<file path="src/inc/cct_pkg.sv">
package cct_pkg;

    localparam int CCT_PORT_W = 4;
    localparam int CCT_NUM_EXT_INT = 4;

    // machine cycle numbering inside one instruction
    localparam logic [1:0] CCT_MC_FIRST = 2'h1;
    localparam logic [1:0] CCT_MC_SECOND = 2'h2;
    localparam logic [1:0] CCT_MC_THIRD = 2'h3;

    // per-input edge selection
    localparam logic [1:0] CCT_EDGE_OFF = 2'h0;
    localparam logic [1:0] CCT_EDGE_RISE = 2'h1;
    localparam logic [1:0] CCT_EDGE_FALL = 2'h2;
    localparam logic [1:0] CCT_EDGE_BOTH = 2'h3;

    // reset values
    localparam logic [CCT_PORT_W-1:0] CCT_PORT_RST = 4'h0;
    localparam logic [CCT_PORT_W-1:0] CCT_ACC_RST = 4'h0;
    localparam logic [CCT_NUM_EXT_INT-1:0] CCT_INT_RST = 4'h0;
    localparam logic [1:0] CCT_VEC_RST = 2'h0;

    typedef enum logic {
        first_state,
        second_state
    } cct_state_type;

    // port access strobes from the instruction decoder
    typedef struct packed {
        logic wr;
        logic [CCT_PORT_W-1:0] wr_data;
        logic rd;
    } cct_port_req_type;

    // a two-way pin as seen from inside
    typedef struct packed {
        logic o;
        logic oe;
    } cct_pin_drv_type;

    // timing view of the sequencer
    typedef struct packed {
        cct_state_type st;
        logic [1:0] mcyc;
        logic instr_start;
        logic mcyc_start;
    } cct_timing_type;

endpackage

</file>
<file path="src/logic/cct_core.sv">
// Summary of operation
// RQ1 - selected oscillator clock used undivided as system clock
// RQ2 - machine cycle is first then second state
// RQ3 - instruction lasts one, two or three cycles
// RQ4 - port output changes within second state
// RQ5 - port input sampled during first state
// RQ6 - sampled input reaches accumulator next cycle start
// RQ7 - any low during sampling captures zero
// RQ8 - one captured only if high throughout
// RQ9 - interrupt factor sampled, request set first state
// RQ10 - accepted interrupt starts service next machine cycle
// RQ11 - external interrupts select rising, falling or both
// RQ12 - transmit clock pin output as master, input slave
// RQ13 - receive clock pin output as master, input slave
// RQ14 - timer overflow flags drive pins when selected
// RQ15 - reset starts first state, first cycle, no request
`timescale 1ns/1ps
`default_nettype none

module cct_core #(
    parameter int PORT_W = cct_pkg::CCT_PORT_W,
    parameter int NUM_INT = cct_pkg::CCT_NUM_EXT_INT
) (
    // clock and reset
    input wire logic i_sys_clk,
    input wire logic i_rstn,
    // oscillator selection, pin level
    input wire logic i_high_speed_sel,
    output logic o_high_speed_active,
    // instruction sequencing
    input wire logic [1:0] i_instr_cycles,
    output cct_pkg::cct_timing_type o_timing,
    // port access
    input wire cct_pkg::cct_port_req_type i_port_req,
    input wire logic [PORT_W-1:0] i_port_pin,
    output logic [PORT_W-1:0] o_port_out,
    output logic [PORT_W-1:0] o_acc_data,
    output logic o_acc_load,
    // external interrupts
    input wire logic [NUM_INT-1:0] i_ext_interrupt_in,
    input wire logic [2*NUM_INT-1:0] i_int_edge_sel,
    input wire logic i_int_master_en,
    output logic [NUM_INT-1:0] o_irq,
    output logic o_isr_start,
    output logic [1:0] o_isr_vector,
    // synchronous serial clock pins
    input wire logic i_serial_master,
    input wire logic i_tx_clk_gen,
    input wire logic i_rx_clk_gen,
    input wire logic i_serial_tx_clock_pin,
    input wire logic i_serial_rx_clock_pin,
    output cct_pkg::cct_pin_drv_type o_serial_tx_clock_pin,
    output cct_pkg::cct_pin_drv_type o_serial_rx_clock_pin,
    output logic o_tx_clk,
    output logic o_rx_clk,
    // timer overflow flag outputs
    input wire logic i_timer_a_ovf,
    input wire logic i_timer_b_ovf,
    input wire logic [1:0] i_ovf_out_sel,
    output cct_pkg::cct_pin_drv_type o_timer_a_overflow_out,
    output cct_pkg::cct_pin_drv_type o_timer_b_overflow_out
);
    import cct_pkg::*;

    typedef struct packed {
        cct_state_type st;
        logic [1:0] mcyc;
        logic [1:0] ilen;
        logic instr_start;
        logic osc_s1;
        logic osc_s2;
        logic [PORT_W-1:0] pin_s1;
        logic [PORT_W-1:0] pin_s2;
        logic [PORT_W-1:0] pin_prev;
        logic [NUM_INT-1:0] int_s1;
        logic [NUM_INT-1:0] int_s2;
        logic [NUM_INT-1:0] int_prev;
        logic txc_s1;
        logic txc_s2;
        logic rxc_s1;
        logic rxc_s2;
        logic wr_pend;
        logic [PORT_W-1:0] wr_data;
        logic [PORT_W-1:0] port_out;
        logic rd_pend;
        logic cap_valid;
        logic [PORT_W-1:0] cap;
        logic [PORT_W-1:0] acc;
        logic acc_load;
        logic [NUM_INT-1:0] pend;
        logic [NUM_INT-1:0] irq;
        logic isr_go;
        logic [1:0] isr_vec;
        logic isr_start;
        logic txc_o;
        logic txc_oe;
        logic rxc_o;
        logic rxc_oe;
        logic ovf_a;
        logic ovf_a_oe;
        logic ovf_b;
        logic ovf_b_oe;
    } cct_regs_type;

    cct_regs_type r_q;
    cct_regs_type r_d;
    logic [NUM_INT-1:0] edge_hit;

    // edge qualification per external input
    genvar g;
    generate
        for (g = 0; g < NUM_INT; g++) begin : g_edge
            logic rise;
            logic fall;
            logic [1:0] mode;
            assign rise = r_q.int_s2[g] & ~r_q.int_prev[g];
            assign fall = ~r_q.int_s2[g] & r_q.int_prev[g];
            assign mode = i_int_edge_sel[2*g +: 2];
            always_comb begin
                case (mode) // see RQ11
                    CCT_EDGE_RISE: edge_hit[g] = rise;
                    CCT_EDGE_FALL: edge_hit[g] = fall;
                    CCT_EDGE_BOTH: edge_hit[g] = rise | fall;
                    default: edge_hit[g] = 1'b0;
                endcase
            end
        end
    endgenerate

    logic mc_end;
    logic instr_end;
    logic [NUM_INT-1:0] take;
    logic [NUM_INT-1:0] lowest;

    always_comb begin
        r_d = r_q;
        // two flip-flops ahead of every pin
        r_d.osc_s1 = i_high_speed_sel;
        r_d.osc_s2 = r_q.osc_s1;
        r_d.pin_s1 = i_port_pin;
        r_d.pin_s2 = r_q.pin_s1;
        r_d.pin_prev = r_q.pin_s2;
        r_d.int_s1 = i_ext_interrupt_in;
        r_d.int_s2 = r_q.int_s1;
        r_d.int_prev = r_q.int_s2;
        r_d.txc_s1 = i_serial_tx_clock_pin;
        r_d.txc_s2 = r_q.txc_s1;
        r_d.rxc_s1 = i_serial_rx_clock_pin;
        r_d.rxc_s2 = r_q.rxc_s1;

        // one state per system clock, two states per machine cycle
        mc_end = (r_q.st == second_state);
        instr_end = mc_end && (r_q.mcyc >= r_q.ilen);
        r_d.instr_start = 1'b0;
        r_d.acc_load = 1'b0;
        r_d.isr_start = 1'b0;
        case (r_q.st) // see RQ2
            first_state: r_d.st = second_state;
            second_state: r_d.st = first_state;
            default: r_d.st = first_state;
        endcase
        if (instr_end) begin // see RQ3
            r_d.mcyc = CCT_MC_FIRST;
            r_d.instr_start = 1'b1;
            // a zero length is taken as a single cycle instruction
            if (i_instr_cycles == 2'h0) begin
                r_d.ilen = CCT_MC_FIRST;
            end else begin
                r_d.ilen = i_instr_cycles;
            end
        end else if (mc_end) begin
            r_d.mcyc = r_q.mcyc + CCT_MC_FIRST;
        end

        // port write: the new value appears as the second state opens
        if (i_port_req.wr) begin
            r_d.wr_pend = 1'b1;
            r_d.wr_data = i_port_req.wr_data;
        end
        if (r_q.st == first_state && (r_q.wr_pend || i_port_req.wr)) begin // see RQ4
            r_d.port_out = i_port_req.wr ? i_port_req.wr_data : r_q.wr_data;
            r_d.wr_pend = 1'b0;
        end

        // port read: and of every sample taken in the first state
        if (i_port_req.rd) begin
            r_d.rd_pend = 1'b1;
        end
        if (r_q.st == first_state && (r_q.rd_pend || i_port_req.rd)) begin // see RQ5
            // both samples bounding the first state must be high; no glitch filter here
            r_d.cap = (r_q.cap_valid ? r_q.cap : '1) & r_q.pin_s2 & r_q.pin_prev; // see RQ7
            r_d.cap_valid = 1'b1; // see RQ8
            r_d.rd_pend = 1'b0;
        end
        if (mc_end && r_q.cap_valid) begin // see RQ6
            r_d.acc = r_q.cap;
            r_d.acc_load = 1'b1;
            r_d.cap_valid = 1'b0;
        end

        // interrupts: factors caught every edge, request raised in first state
        take = '0;
        lowest = r_q.irq & (~r_q.irq + 1'b1);
        if (i_int_master_en && instr_end && (r_q.irq != '0)) begin // see RQ10
            take = lowest;
            r_d.isr_go = 1'b1;
            r_d.isr_vec = 2'h0;
            for (int i = NUM_INT - 1; i >= 0; i--) begin
                if (lowest[i]) begin
                    r_d.isr_vec = 2'(i);
                end
            end
        end
        if (r_q.isr_go) begin
            r_d.isr_start = 1'b1;
            r_d.isr_go = 1'b0;
        end
        if (r_q.st == first_state) begin // see RQ9
            r_d.irq = (r_q.irq & ~take) | r_q.pend;
            r_d.pend = edge_hit;
        end else begin
            // second state: requests can only clear here, factors can only set
            r_d.irq = r_q.irq & ~take;
            r_d.pend = r_q.pend | edge_hit;
        end

        // serial clocks: drive as master, listen as slave
        r_d.txc_o = i_tx_clk_gen; // see RQ12
        r_d.txc_oe = i_serial_master;
        r_d.rxc_o = i_rx_clk_gen; // see RQ13
        r_d.rxc_oe = i_serial_master;

        // overflow flags onto their pins when the secondary function is chosen
        r_d.ovf_a = i_timer_a_ovf; // see RQ14
        r_d.ovf_a_oe = i_ovf_out_sel[0];
        r_d.ovf_b = i_timer_b_ovf;
        r_d.ovf_b_oe = i_ovf_out_sel[1];
    end

    always_ff @(posedge i_sys_clk or negedge i_rstn) begin
        if (!i_rstn) begin
            r_q <= '0;
            r_q.st <= first_state; // see RQ15
            r_q.mcyc <= CCT_MC_FIRST;
            r_q.ilen <= CCT_MC_FIRST;
            r_q.port_out <= CCT_PORT_RST;
            r_q.acc <= CCT_ACC_RST;
            r_q.irq <= CCT_INT_RST;
            r_q.pend <= CCT_INT_RST;
            r_q.isr_vec <= CCT_VEC_RST;
        end else begin
            r_q <= r_d;
        end
    end

    // the clock itself is chosen outside; this only reports the choice
    assign o_high_speed_active = r_q.osc_s2; // see RQ1
    assign o_timing.st = r_q.st;
    assign o_timing.mcyc = r_q.mcyc;
    assign o_timing.instr_start = r_q.instr_start;
    assign o_timing.mcyc_start = (r_q.st == first_state);
    assign o_port_out = r_q.port_out;
    assign o_acc_data = r_q.acc;
    assign o_acc_load = r_q.acc_load;
    assign o_irq = r_q.irq;
    assign o_isr_start = r_q.isr_start;
    assign o_isr_vector = r_q.isr_vec;
    assign o_serial_tx_clock_pin.o = r_q.txc_o;
    assign o_serial_tx_clock_pin.oe = r_q.txc_oe;
    assign o_serial_rx_clock_pin.o = r_q.rxc_o;
    assign o_serial_rx_clock_pin.oe = r_q.rxc_oe;
    // slave clocks come from the pins, master clocks loop back
    assign o_tx_clk = r_q.txc_oe ? r_q.txc_o : r_q.txc_s2;
    assign o_rx_clk = r_q.rxc_oe ? r_q.rxc_o : r_q.rxc_s2;
    assign o_timer_a_overflow_out.o = r_q.ovf_a;
    assign o_timer_a_overflow_out.oe = r_q.ovf_a_oe;
    assign o_timer_b_overflow_out.o = r_q.ovf_b;
    assign o_timer_b_overflow_out.oe = r_q.ovf_b_oe;

endmodule

`default_nettype wire

</file>
<file path="config.mk">
export PLATFORM = sky130hd
export DESIGN_NAME = cct_core
export DESIGN_NICKNAME = d
export VERILOG_FILES = /design/src/inc/cct_pkg.sv /design/src/logic/cct_core.sv
export SDC_FILE = /design/constraint.sdc
export NUM_CORES = 1
export LEC_CHECK = 0
export BUFFER_PORTS_ARGS = -buffer_cell sky130_fd_sc_hd__buf_2
export CELL_PAD_IN_SITES_DETAIL_PLACEMENT = 1
export CELL_PAD_IN_SITES_GLOBAL_PLACEMENT = 1
export CORE_MARGIN = 2
export CORE_UTILIZATION = 45
export DETAILED_ROUTE_END_ITERATION = 6
export GPL_TIMING_DRIVEN = 0
export PLACE_DENSITY_LB_ADDON = 0.1
export SLEW_MARGIN = 40
export SYNTH_ARGS = -nofsm -noshare
export SYNTH_HDL_FRONTEND = slang
export SYNTH_SLANG_ARGS = --single-unit
</file>
<file path="constraint.sdc">
create_clock -name i_sys_clk -period 4.8 [get_ports i_sys_clk]
set_input_delay 0.96 -clock i_sys_clk [delete_from_list [all_inputs] [get_ports i_sys_clk]]
set_output_delay 0.96 -clock i_sys_clk [all_outputs]
set_load 0.005 [all_outputs]
</file>
## Word level (Yosys, flattened, before mapping)

Index checks and enable logic that the tools add are counted.

| operators by class | value |
|---|---|
| equality and inequality tests | 12 |
| bitwise gates (word level) | 29 |
| reduce and logical (&&, ||, !) cells | 15 |
| mux-type cells | 28 |
| add/sub/neg operators | 2 |
| magnitude comparators | 1 |

Operator list:

| operator | number |
|---|---|
| $and A4 B4 Y4 | 4 |
| $eq A2 B2 Y1 const B | 8 |
| $mux W2 | 7 |
| $mux W4 | 3 |
| $pmux W1 S3 | 4 |
| $reduce_bool A2 Y1 | 5 |
| $mux W1 | 9 |
| $not A1 Y1 | 9 |
| $and A1 B1 Y1 | 8 |
| $eq A2 B1 Y1 const B | 4 |
| $mux W8 | 1 |
| $not A4 Y4 | 2 |
| $or A4 B4 Y4 | 2 |
| $logic_and A1 B1 Y1 | 6 |
| $mux W6 | 1 |
| $mux W5 | 1 |
| $add A4 B1 Y4 const B | 1 |
| $or A1 B1 Y1 | 4 |
| $reduce_bool A4 Y1 | 1 |
| $mux W3 | 1 |
| $add A2 B1 Y2 const B | 1 |
| $ge A2 B2 Y1 | 1 |
| $logic_not A2 Y1 | 1 |
| $logic_or A1 B1 Y1 | 2 |
| $pmux W1 S2 | 1 |

| word-level totals | value |
|---|---|
| register bits after elaboration | 75 |
| input port bits | 37 |
| output and inout bits | 32 |
| word-level logic and storage cells | 123 |

## Depth between registers and ports, before layout

Gate-level depths: netlist of the first run.

| logic depth | value |
|---|---|
| word-level depth | 9 |
| mapped depth | 6 |
| mapped depth without buffers | 6 |

## Worst setup path before layout of the first run

No wires, ideal clock.

| timing path | value |
|---|---|
| path type | reg-to-output |
| from | register r_q (netlist bit mc_end) |
| to | output port o_timing[0] in the netlist's numbering |
| stages on the path, launching flop included | 4 |
| setup slack | 2.973 ns |
| path buffers | 2 |
| arrival | 0.867 ns |
| cell sequence | dfrtp_1 -> inv_2 -> clkbuf_1 -> buf_4 |

RTL lines:

| element | line | text |
|---|---|---|
| start, declared | cct_core.sv:105 | `cct_regs_type r_q;` |
| start signal, assigned | cct_core.sv:252 | `r_q <= r_d;` |
| end, declared | cct_core.sv:32 | `output cct_pkg::cct_timing_type o_timing,` |

==> results.py, run 1 <==
metrics = {
    "timing": {
        "hold_violations": 0,
        "rsz0062_at_grt": "no",
        "fin_ws_ns": 2.29,
        "fin_skew_ns": 0.00767,
        "worst_pin_slew_ns": 0.530,
        "period_needed_ns": 2.51,
        "slew_viol_final": 0,
        "timing.setup.tns_ns": 0,
        "fmax_mhz": 398,
        "post-route-period-util": 0.523,
        "slew_headroom": 0.646,
        "setup_viol_count_final": 0,
    },
    "logic_synthesis": {
        "synth_edf_count": 0,
        "ys_ff_latch": 75,
        "synth_fp_nets": 266,
        "synth_most_common_cell": "dfrtp_1",
        "synth_top_area_share": 0.638,
        "synth_top_family_by_area": "buffers and inverters",
        "synthesis.area_mm2": 0.00286,
        "synth_fa_ha_area_frac": 0.0437,
        "synth_cells": 219,
        "synthArstFlopShare": 1.00,
        "synth_common_cells": "dfrtp_1, buf_4, nor2_1, inv_1",
        "syn_area_per_cell_um2": 13.1,
        "synth_top_area_cell": "dfrtp_1",
        "synth_cell_types": 35,
        "synth_simple_gate_area_frac": 0.0669,
        "netlist_top_cells_area": "dfrtp_1, buf_4, ha_1, mux2_2, nor2_1",
        "synth_ff_type": "dfrtp_1",
        "synth_xor_area_frac": 0,
        "synthMuxAreaShare": 0.0656,
        "synth_compound_area_frac": 0.0686,
        "ys_seq_area_frac": 0.656,
        "yosys_warnings": 0,
    },
    "setup_path": {
        "crit_path_end_kind": "primary output",
        "critPathRequiredTime_ns": 3.84,
        "cp-start-kind": "register",
        "cp.arrival_ns": 1.55,
        "startpoint": "mc_end",
        "cp_slowest_stage_delay_ns": 0.43,
        "path_cells": "inv_2 > clkbuf_1 > buf_4 > buf_2",
        "path_class": "reg -> out",
        "slowest_stage": "dfrtp_1",
        "timing.rr.start": "o_timing[2]",
        "crit_fanout": 11,
    },
    "clock_tree": {
        "cts.sink_count": 75,
        "cts-hold-fix-buffers": 0,
        "htree_levels": 3,
        "cts_tree": "done",
        "cts_root_buffer": "clkbuf_8",
        "cts-buffers-inserted": 9,
        "postCtsSetupBuffers": 0,
        "cts.clk_slew.worst_paths_ns": 0.08,
        "clkLatencyLatePin_ns": 0.33,
        "clockBufferDepth": 2,
        "ctsResizeCount": 0,
    },
    "status": {
        "outcome": "complete, no violations",
    },
    "route": {
        "antenna_left": 0,
        "firstDrtPassIters": 4,
        "drtIter0Drc": 56,
        "avgViaCountPerCell": 4.73,
        "dr_total_vias": 1803,
        "drc": 0,
        "wirelength_um": 4950,
        "avgRoutedWirePerCell_um": 13.0,
    },
    "die": {
        "coreArea_mm2": 0.00624,
        "die_area_mm2": 0.00702,
        "initial_core_util": 0.459,
        "die-height_um": 83.8,
        "die_w_um": 83.8,
        "row_count": 29,
        "ioPinCount": 69,
    },
    "placed_design": {
        "preCtsSetupSlack_ns": 2.61,
        "place_congestion": 0.754,
        "io_buffers": 68,
        "post-dp-hpwl_um": 3590,
        "dp.cells": 365,
    },
    "global_route": {
        "track_usage": 0.159,
        "first_global_vias": 1906,
        "overflow": 0,
        "grt_max_degree": 55,
        "antenna_found_initial": 0,
        "grt_pass1_wl_um": 8710,
    },
    "hold_path": {
        "min_path_type": "reg -> reg",
        "worstHoldStart": "r_d[50]",
    },
    "final_layout": {
        "diodes": 0,
        "nets": 346,
        "layout-area-overhead-vs-synth_pct": 24.2,
        "fin_util": 0.570,
        "fin_cells": 381,
        "drive_gt1_frac": 0.428,
    },
    "power_and_ir_drop": {
        "p_total_mw": 1.61,
        "powerDensity_mw_per_mm2": 451,
        "ir_drop_mv": 0.231,
        "p_leak_nw": 1.81,
    },
    "run": {
        "maxCapViolations": 0,
    },
}
registers in the layout, summed over array words and instances, names as in the netlist:
name	flops
o_high_speed_active	1
o_irq	4
r_q	28
o_acc_data	4
o_timing	3
o_timer_b_overflow_out	2
o_port_out	4
mc_end	1
o_serial_rx_clock_pin	2
o_timer_a_overflow_out	2
o_isr_vector	2
o_acc_load	1
o_serial_tx_clock_pin	1
o_isr_start	1
r_d	19
layer usage:
metal | routed length [um] | track usage
met5 | 0 | 0
met4 | 73 | 0.0748
met3 | 245 | 0.0386
met2 | 2470 | 0.269
met1 | 2160 | 0.192
per-stage QoR:
| stage | area [um^2] | hold WS [ns] |
|---|---|---|
| after CTS | 3560 | 0.358 |
| final | 3560 | 0.354 |
| after global routing | 3560 | 0.360 |
| after detailed placement | 3330 | 0.341 |
| after floorplan | 2860 | 0.331 |
| after global placement | 3300 | 0.333 |
cell usage in the layout, fill, tap and decap left out, types with 2 or more instances in the layout:
master,netlist,layout
dfstp_2,2,2
mux2_1,4,4
a22o_1,3,3
buf_4,27,27
inv_6,0,2
o21ai_0,2,2
nor3_1,2,2
a221o_1,3,3
nor2_1,21,21
a21oi_1,8,8
nand2b_1,2,2
o21ai_1,5,5
nand3_1,2,2
mux2_2,10,10
clkbuf_8,0,9
buf_2,1,68
ha_1,10,10
mux2i_1,3,3
inv_1,18,18
dfrtp_1,73,73
bufinv_16,0,2
nand2_1,7,7
worst paths after layout:
check	endpoint	slack [ns]	depth (start not counted)
setup / recovery	o_timing[0]	2.29	4
hold / removal	r_d[46]	0.35	0
setup reg to reg	o_isr_vector[1]	2.96	6
hold reg to reg	r_d[46]	0.35	0
max in group asynchronous	o_timing[2]	3.79	2
min in group asynchronous	o_port_out[2]	0.46	1
power breakdown:
| group | leakage (nW) | internal (mW) | switching (mW) |
|---|---|---|---|
| Sequential | 0.888 | 0.706 | 0.0430 |
| Clock | 0.110 | 0.296 | 0.235 |
| Combinational | 0.815 | 0.173 | 0.152 |
critical path, delay by kind of cell (launching register included):
family                 cells  cell delay [ns]
buffers and inverters      4             0.79
flip-flops                 1             0.43
cells by family (layout without fill, tap and decap cells):
logic type	after synthesis	count (layout)
adder cells (fa/ha/maj)	10	10
flip-flops	75	75
buffers and inverters	48	133
AND/OR/NAND/NOR	40	40
multiplexers	17	17
AO/OA/AOI/OAI	29	29
cell type report:
type | count | area, um^2
multi-input combinational | 96 | 701
clock inverter | 7 | 98.8
timing repair buffer | 69 | 374
sequential | 75 | 1880
inverter | 19 | 71.3
tap | 77 | 96.3
clock buffer | 9 | 124
buffer | 29 | 211
fill | 681 | 2690
(Power assumes the default switching activity.)
==> inputs of run 2 (changes only) <==
--- a/config.mk
+++ b/config.mk
@@ -9,7 +9,7 @@
 export CELL_PAD_IN_SITES_DETAIL_PLACEMENT = 1
 export CELL_PAD_IN_SITES_GLOBAL_PLACEMENT = 1
 export CORE_MARGIN = 2
-export CORE_UTILIZATION = 45
+export CORE_UTILIZATION = 38
 export DETAILED_ROUTE_END_ITERATION = 6
 export GPL_TIMING_DRIVEN = 0
 export PLACE_DENSITY_LB_ADDON = 0.1
==> constraint.sdc (replaced) <==
create_clock -name i_sys_clk -period 2.2 [get_ports i_sys_clk]
set_input_delay 0.44 -clock i_sys_clk [delete_from_list [all_inputs] [get_ports i_sys_clk]]
set_output_delay 0.44 -clock i_sys_clk [all_outputs]
set_load 0.005 [all_outputs]
==> run 2 against run 1 <==
  * Worst setup slack worse by 2.0 ns
  * Die area up 18%
  * Non-clock buffer count up 1
  * Routed wire length up 1.4%
  * Clock power up 140%
  * Register-to-register slack worse by 2.6 ns
  * Sequential share of layout area down 0.70 points
  * Clock skew down 0.0012 ns
  * Global-route usage down 2.7 points
  * Sequential power up 120%
  * Hold slack worse by 0.15 ns
  * Combinational power up 110%
==> results.py, run 2 (synthesis results as in run 1) <==
metrics = {
    "status": {
        "outcome": "complete, no violations",
    },
    "setup_path": {
        "rrSetupSlack_ns": 0.36,
        "r2r_end": "o_isr_vector[1]",
        "critPathRequiredTime_ns": 1.76,
        "crit_fanout": 11,
        "cp.arrival_ns": 1.51,
        "timing.rr.start": "o_timing[2]",
        "crit_path_end_kind": "primary output",
        "cp-start-kind": "register",
        "path_class": "reg -> out",
        "reg2regPathDepth": 6,
    },
    "clock_tree": {
        "clkLatencyLatePin_ns": 0.34,
        "cts_root_buffer": "clkbuf_8",
        "cts.clk_slew.worst_paths_ns": 0.08,
        "cts_tree": "done",
        "htree_levels": 3,
        "clockBufferDepth": 2,
        "cts-hold-fix-buffers": 1,
        "cts-buffers-inserted": 9,
        "ctsResizeCount": 0,
        "postCtsSetupBuffers": 0,
        "cts.sink_count": 75,
    },
    "final_layout": {
        "diodes": 0,
        "top_register": "r_q",
        "fill_cells": 799,
        "largest_reg_flops": 28,
        "nets": 347,
        "layout-area-overhead-vs-synth_pct": 25.9,
        "final_common_cell": "dfrtp_1",
        "drive_gt1_frac": 0.421,
        "final_cell_mix": "dfrtp_1, buf_2, buf_4",
    },
    "timing": {
        "slew_headroom": 0.668,
        "fin_skew_ns": 0.00650,
        "worst_pin_slew_ns": 0.498,
        "hold_violations": 0,
        "fmax_mhz": 513,
        "rsz0062_at_grt": "no",
        "setup_viol_count_final": 0,
        "period_needed_ns": 1.95,
        "slew_viol_final": 0,
        "post-route-period-util": 0.885,
        "timing.setup.tns_ns": 0,
        "fin_ws_ns": 0.252,
    },
    "die": {
        "die_w_um": 90.8,
        "row_count": 31,
        "die-height_um": 90.8,
        "coreArea_mm2": 0.00729,
        "die_area_mm2": 0.00824,
        "ioPinCount": 69,
        "initial_core_util": 0.393,
    },
    "route": {
        "antenna_left": 0,
        "firstDrtPassIters": 4,
        "wirelength_um": 5020,
        "avgRoutedWirePerCell_um": 12.4,
        "drtIter0Drc": 41,
        "drc": 0,
        "avgViaCountPerCell": 4.42,
        "dr_total_vias": 1781,
    },
    "power_and_ir_drop": {
        "p_leak_nw": 1.82,
        "powerDensity_mw_per_mm2": 997,
        "ir_drop_mv": 0.377,
        "p_total_mw": 3.59,
    },
    "hold_path": {
        "hold_end": "o_timer_b_overflow_out[1]",
        "min_path_type": "in -> reg",
        "hold_depth": 1,
        "worstHoldStart": "i_timer_b_ovf",
    },
    "placed_design": {
        "io_buffers": 68,
        "place_congestion": 0.694,
        "post-dp-hpwl_um": 3730,
        "preCtsSetupSlack_ns": 0.380,
    },
    "global_route": {
        "first_global_vias": 1848,
        "track_usage": 0.132,
        "overflow": 0,
        "grt_pass1_wl_um": 8510,
        "grt_max_degree": 43,
        "antenna_found_initial": 0,
    },
    "run": {
        "maxCapViolations": 0,
    },
}
==> run 2: worst max-delay path: stages (launching register included) <==
cell	delay, ns
dfrtp_1	0.42
inv_2	0.07
clkbuf_1	0.39
buf_4	0.19
buf_2	0.10
==> run 2: metrics by stage <==
| stage | std cells | hold WS (ns) | area [um^2] | utilization |
|---|---|---|---|---|
| 3_3_place_gp | 386 | 0.332 | 3330 | 0.456 |
| 3_5_place_dp | 387 | 0.336 | 3350 | 0.460 |
| 6_report | 403 | 0.201 | 3600 | 0.494 |
| 2_1_floorplan | 219 | 0.144 | 2860 | - |
| 5_1_grt | 403 | 0.182 | 3600 | 0.494 |
| 4_1_cts | 403 | 0.182 | 3600 | 0.494 |
==> run 2: layout make-up <==
class                   count  area (um^2)  share of cell area
plain buffers              29          211              0.0587
clock buffers              11          141              0.0392
clock inverters             4         98.8              0.0274
inverters                  19         71.3              0.0198
multi-input cells          96          701               0.194
flip-flops and latches     75         1880               0.522
well taps                  99          124              0.0344
repair buffers             70          377               0.105
==> run 2: where the power goes <==
group	switching [mW]	total (mW)	internal [mW]	leakage (nW)
sequential	0.0939	1.64	1.54	0.888
clock	0.486	1.27	0.781	0.120
combinational	0.315	0.689	0.374	0.816
total	0.895	3.59	2.70	1.82
==> run 2: worst max-delay path by stage <==
stage                      from         endpoint  depth (start not counted)
finish                   mc_end      o_timing[0]                          4
global route             mc_end      o_timing[0]                          4
CTS                      mc_end      o_timing[0]                          4
detailed placement  o_timing[2]  o_isr_vector[1]                          6
global placement         i_rstn          r_d[63]                          1
floorplan           o_timing[2]  o_isr_vector[1]                          6
==> run 2: metal layers <==
metal	part of all wire	track usage
met5	0	0
met4	0.022	0.0720
met3	0.058	0.0401
met2	0.45	0.201
met1	0.47	0.170
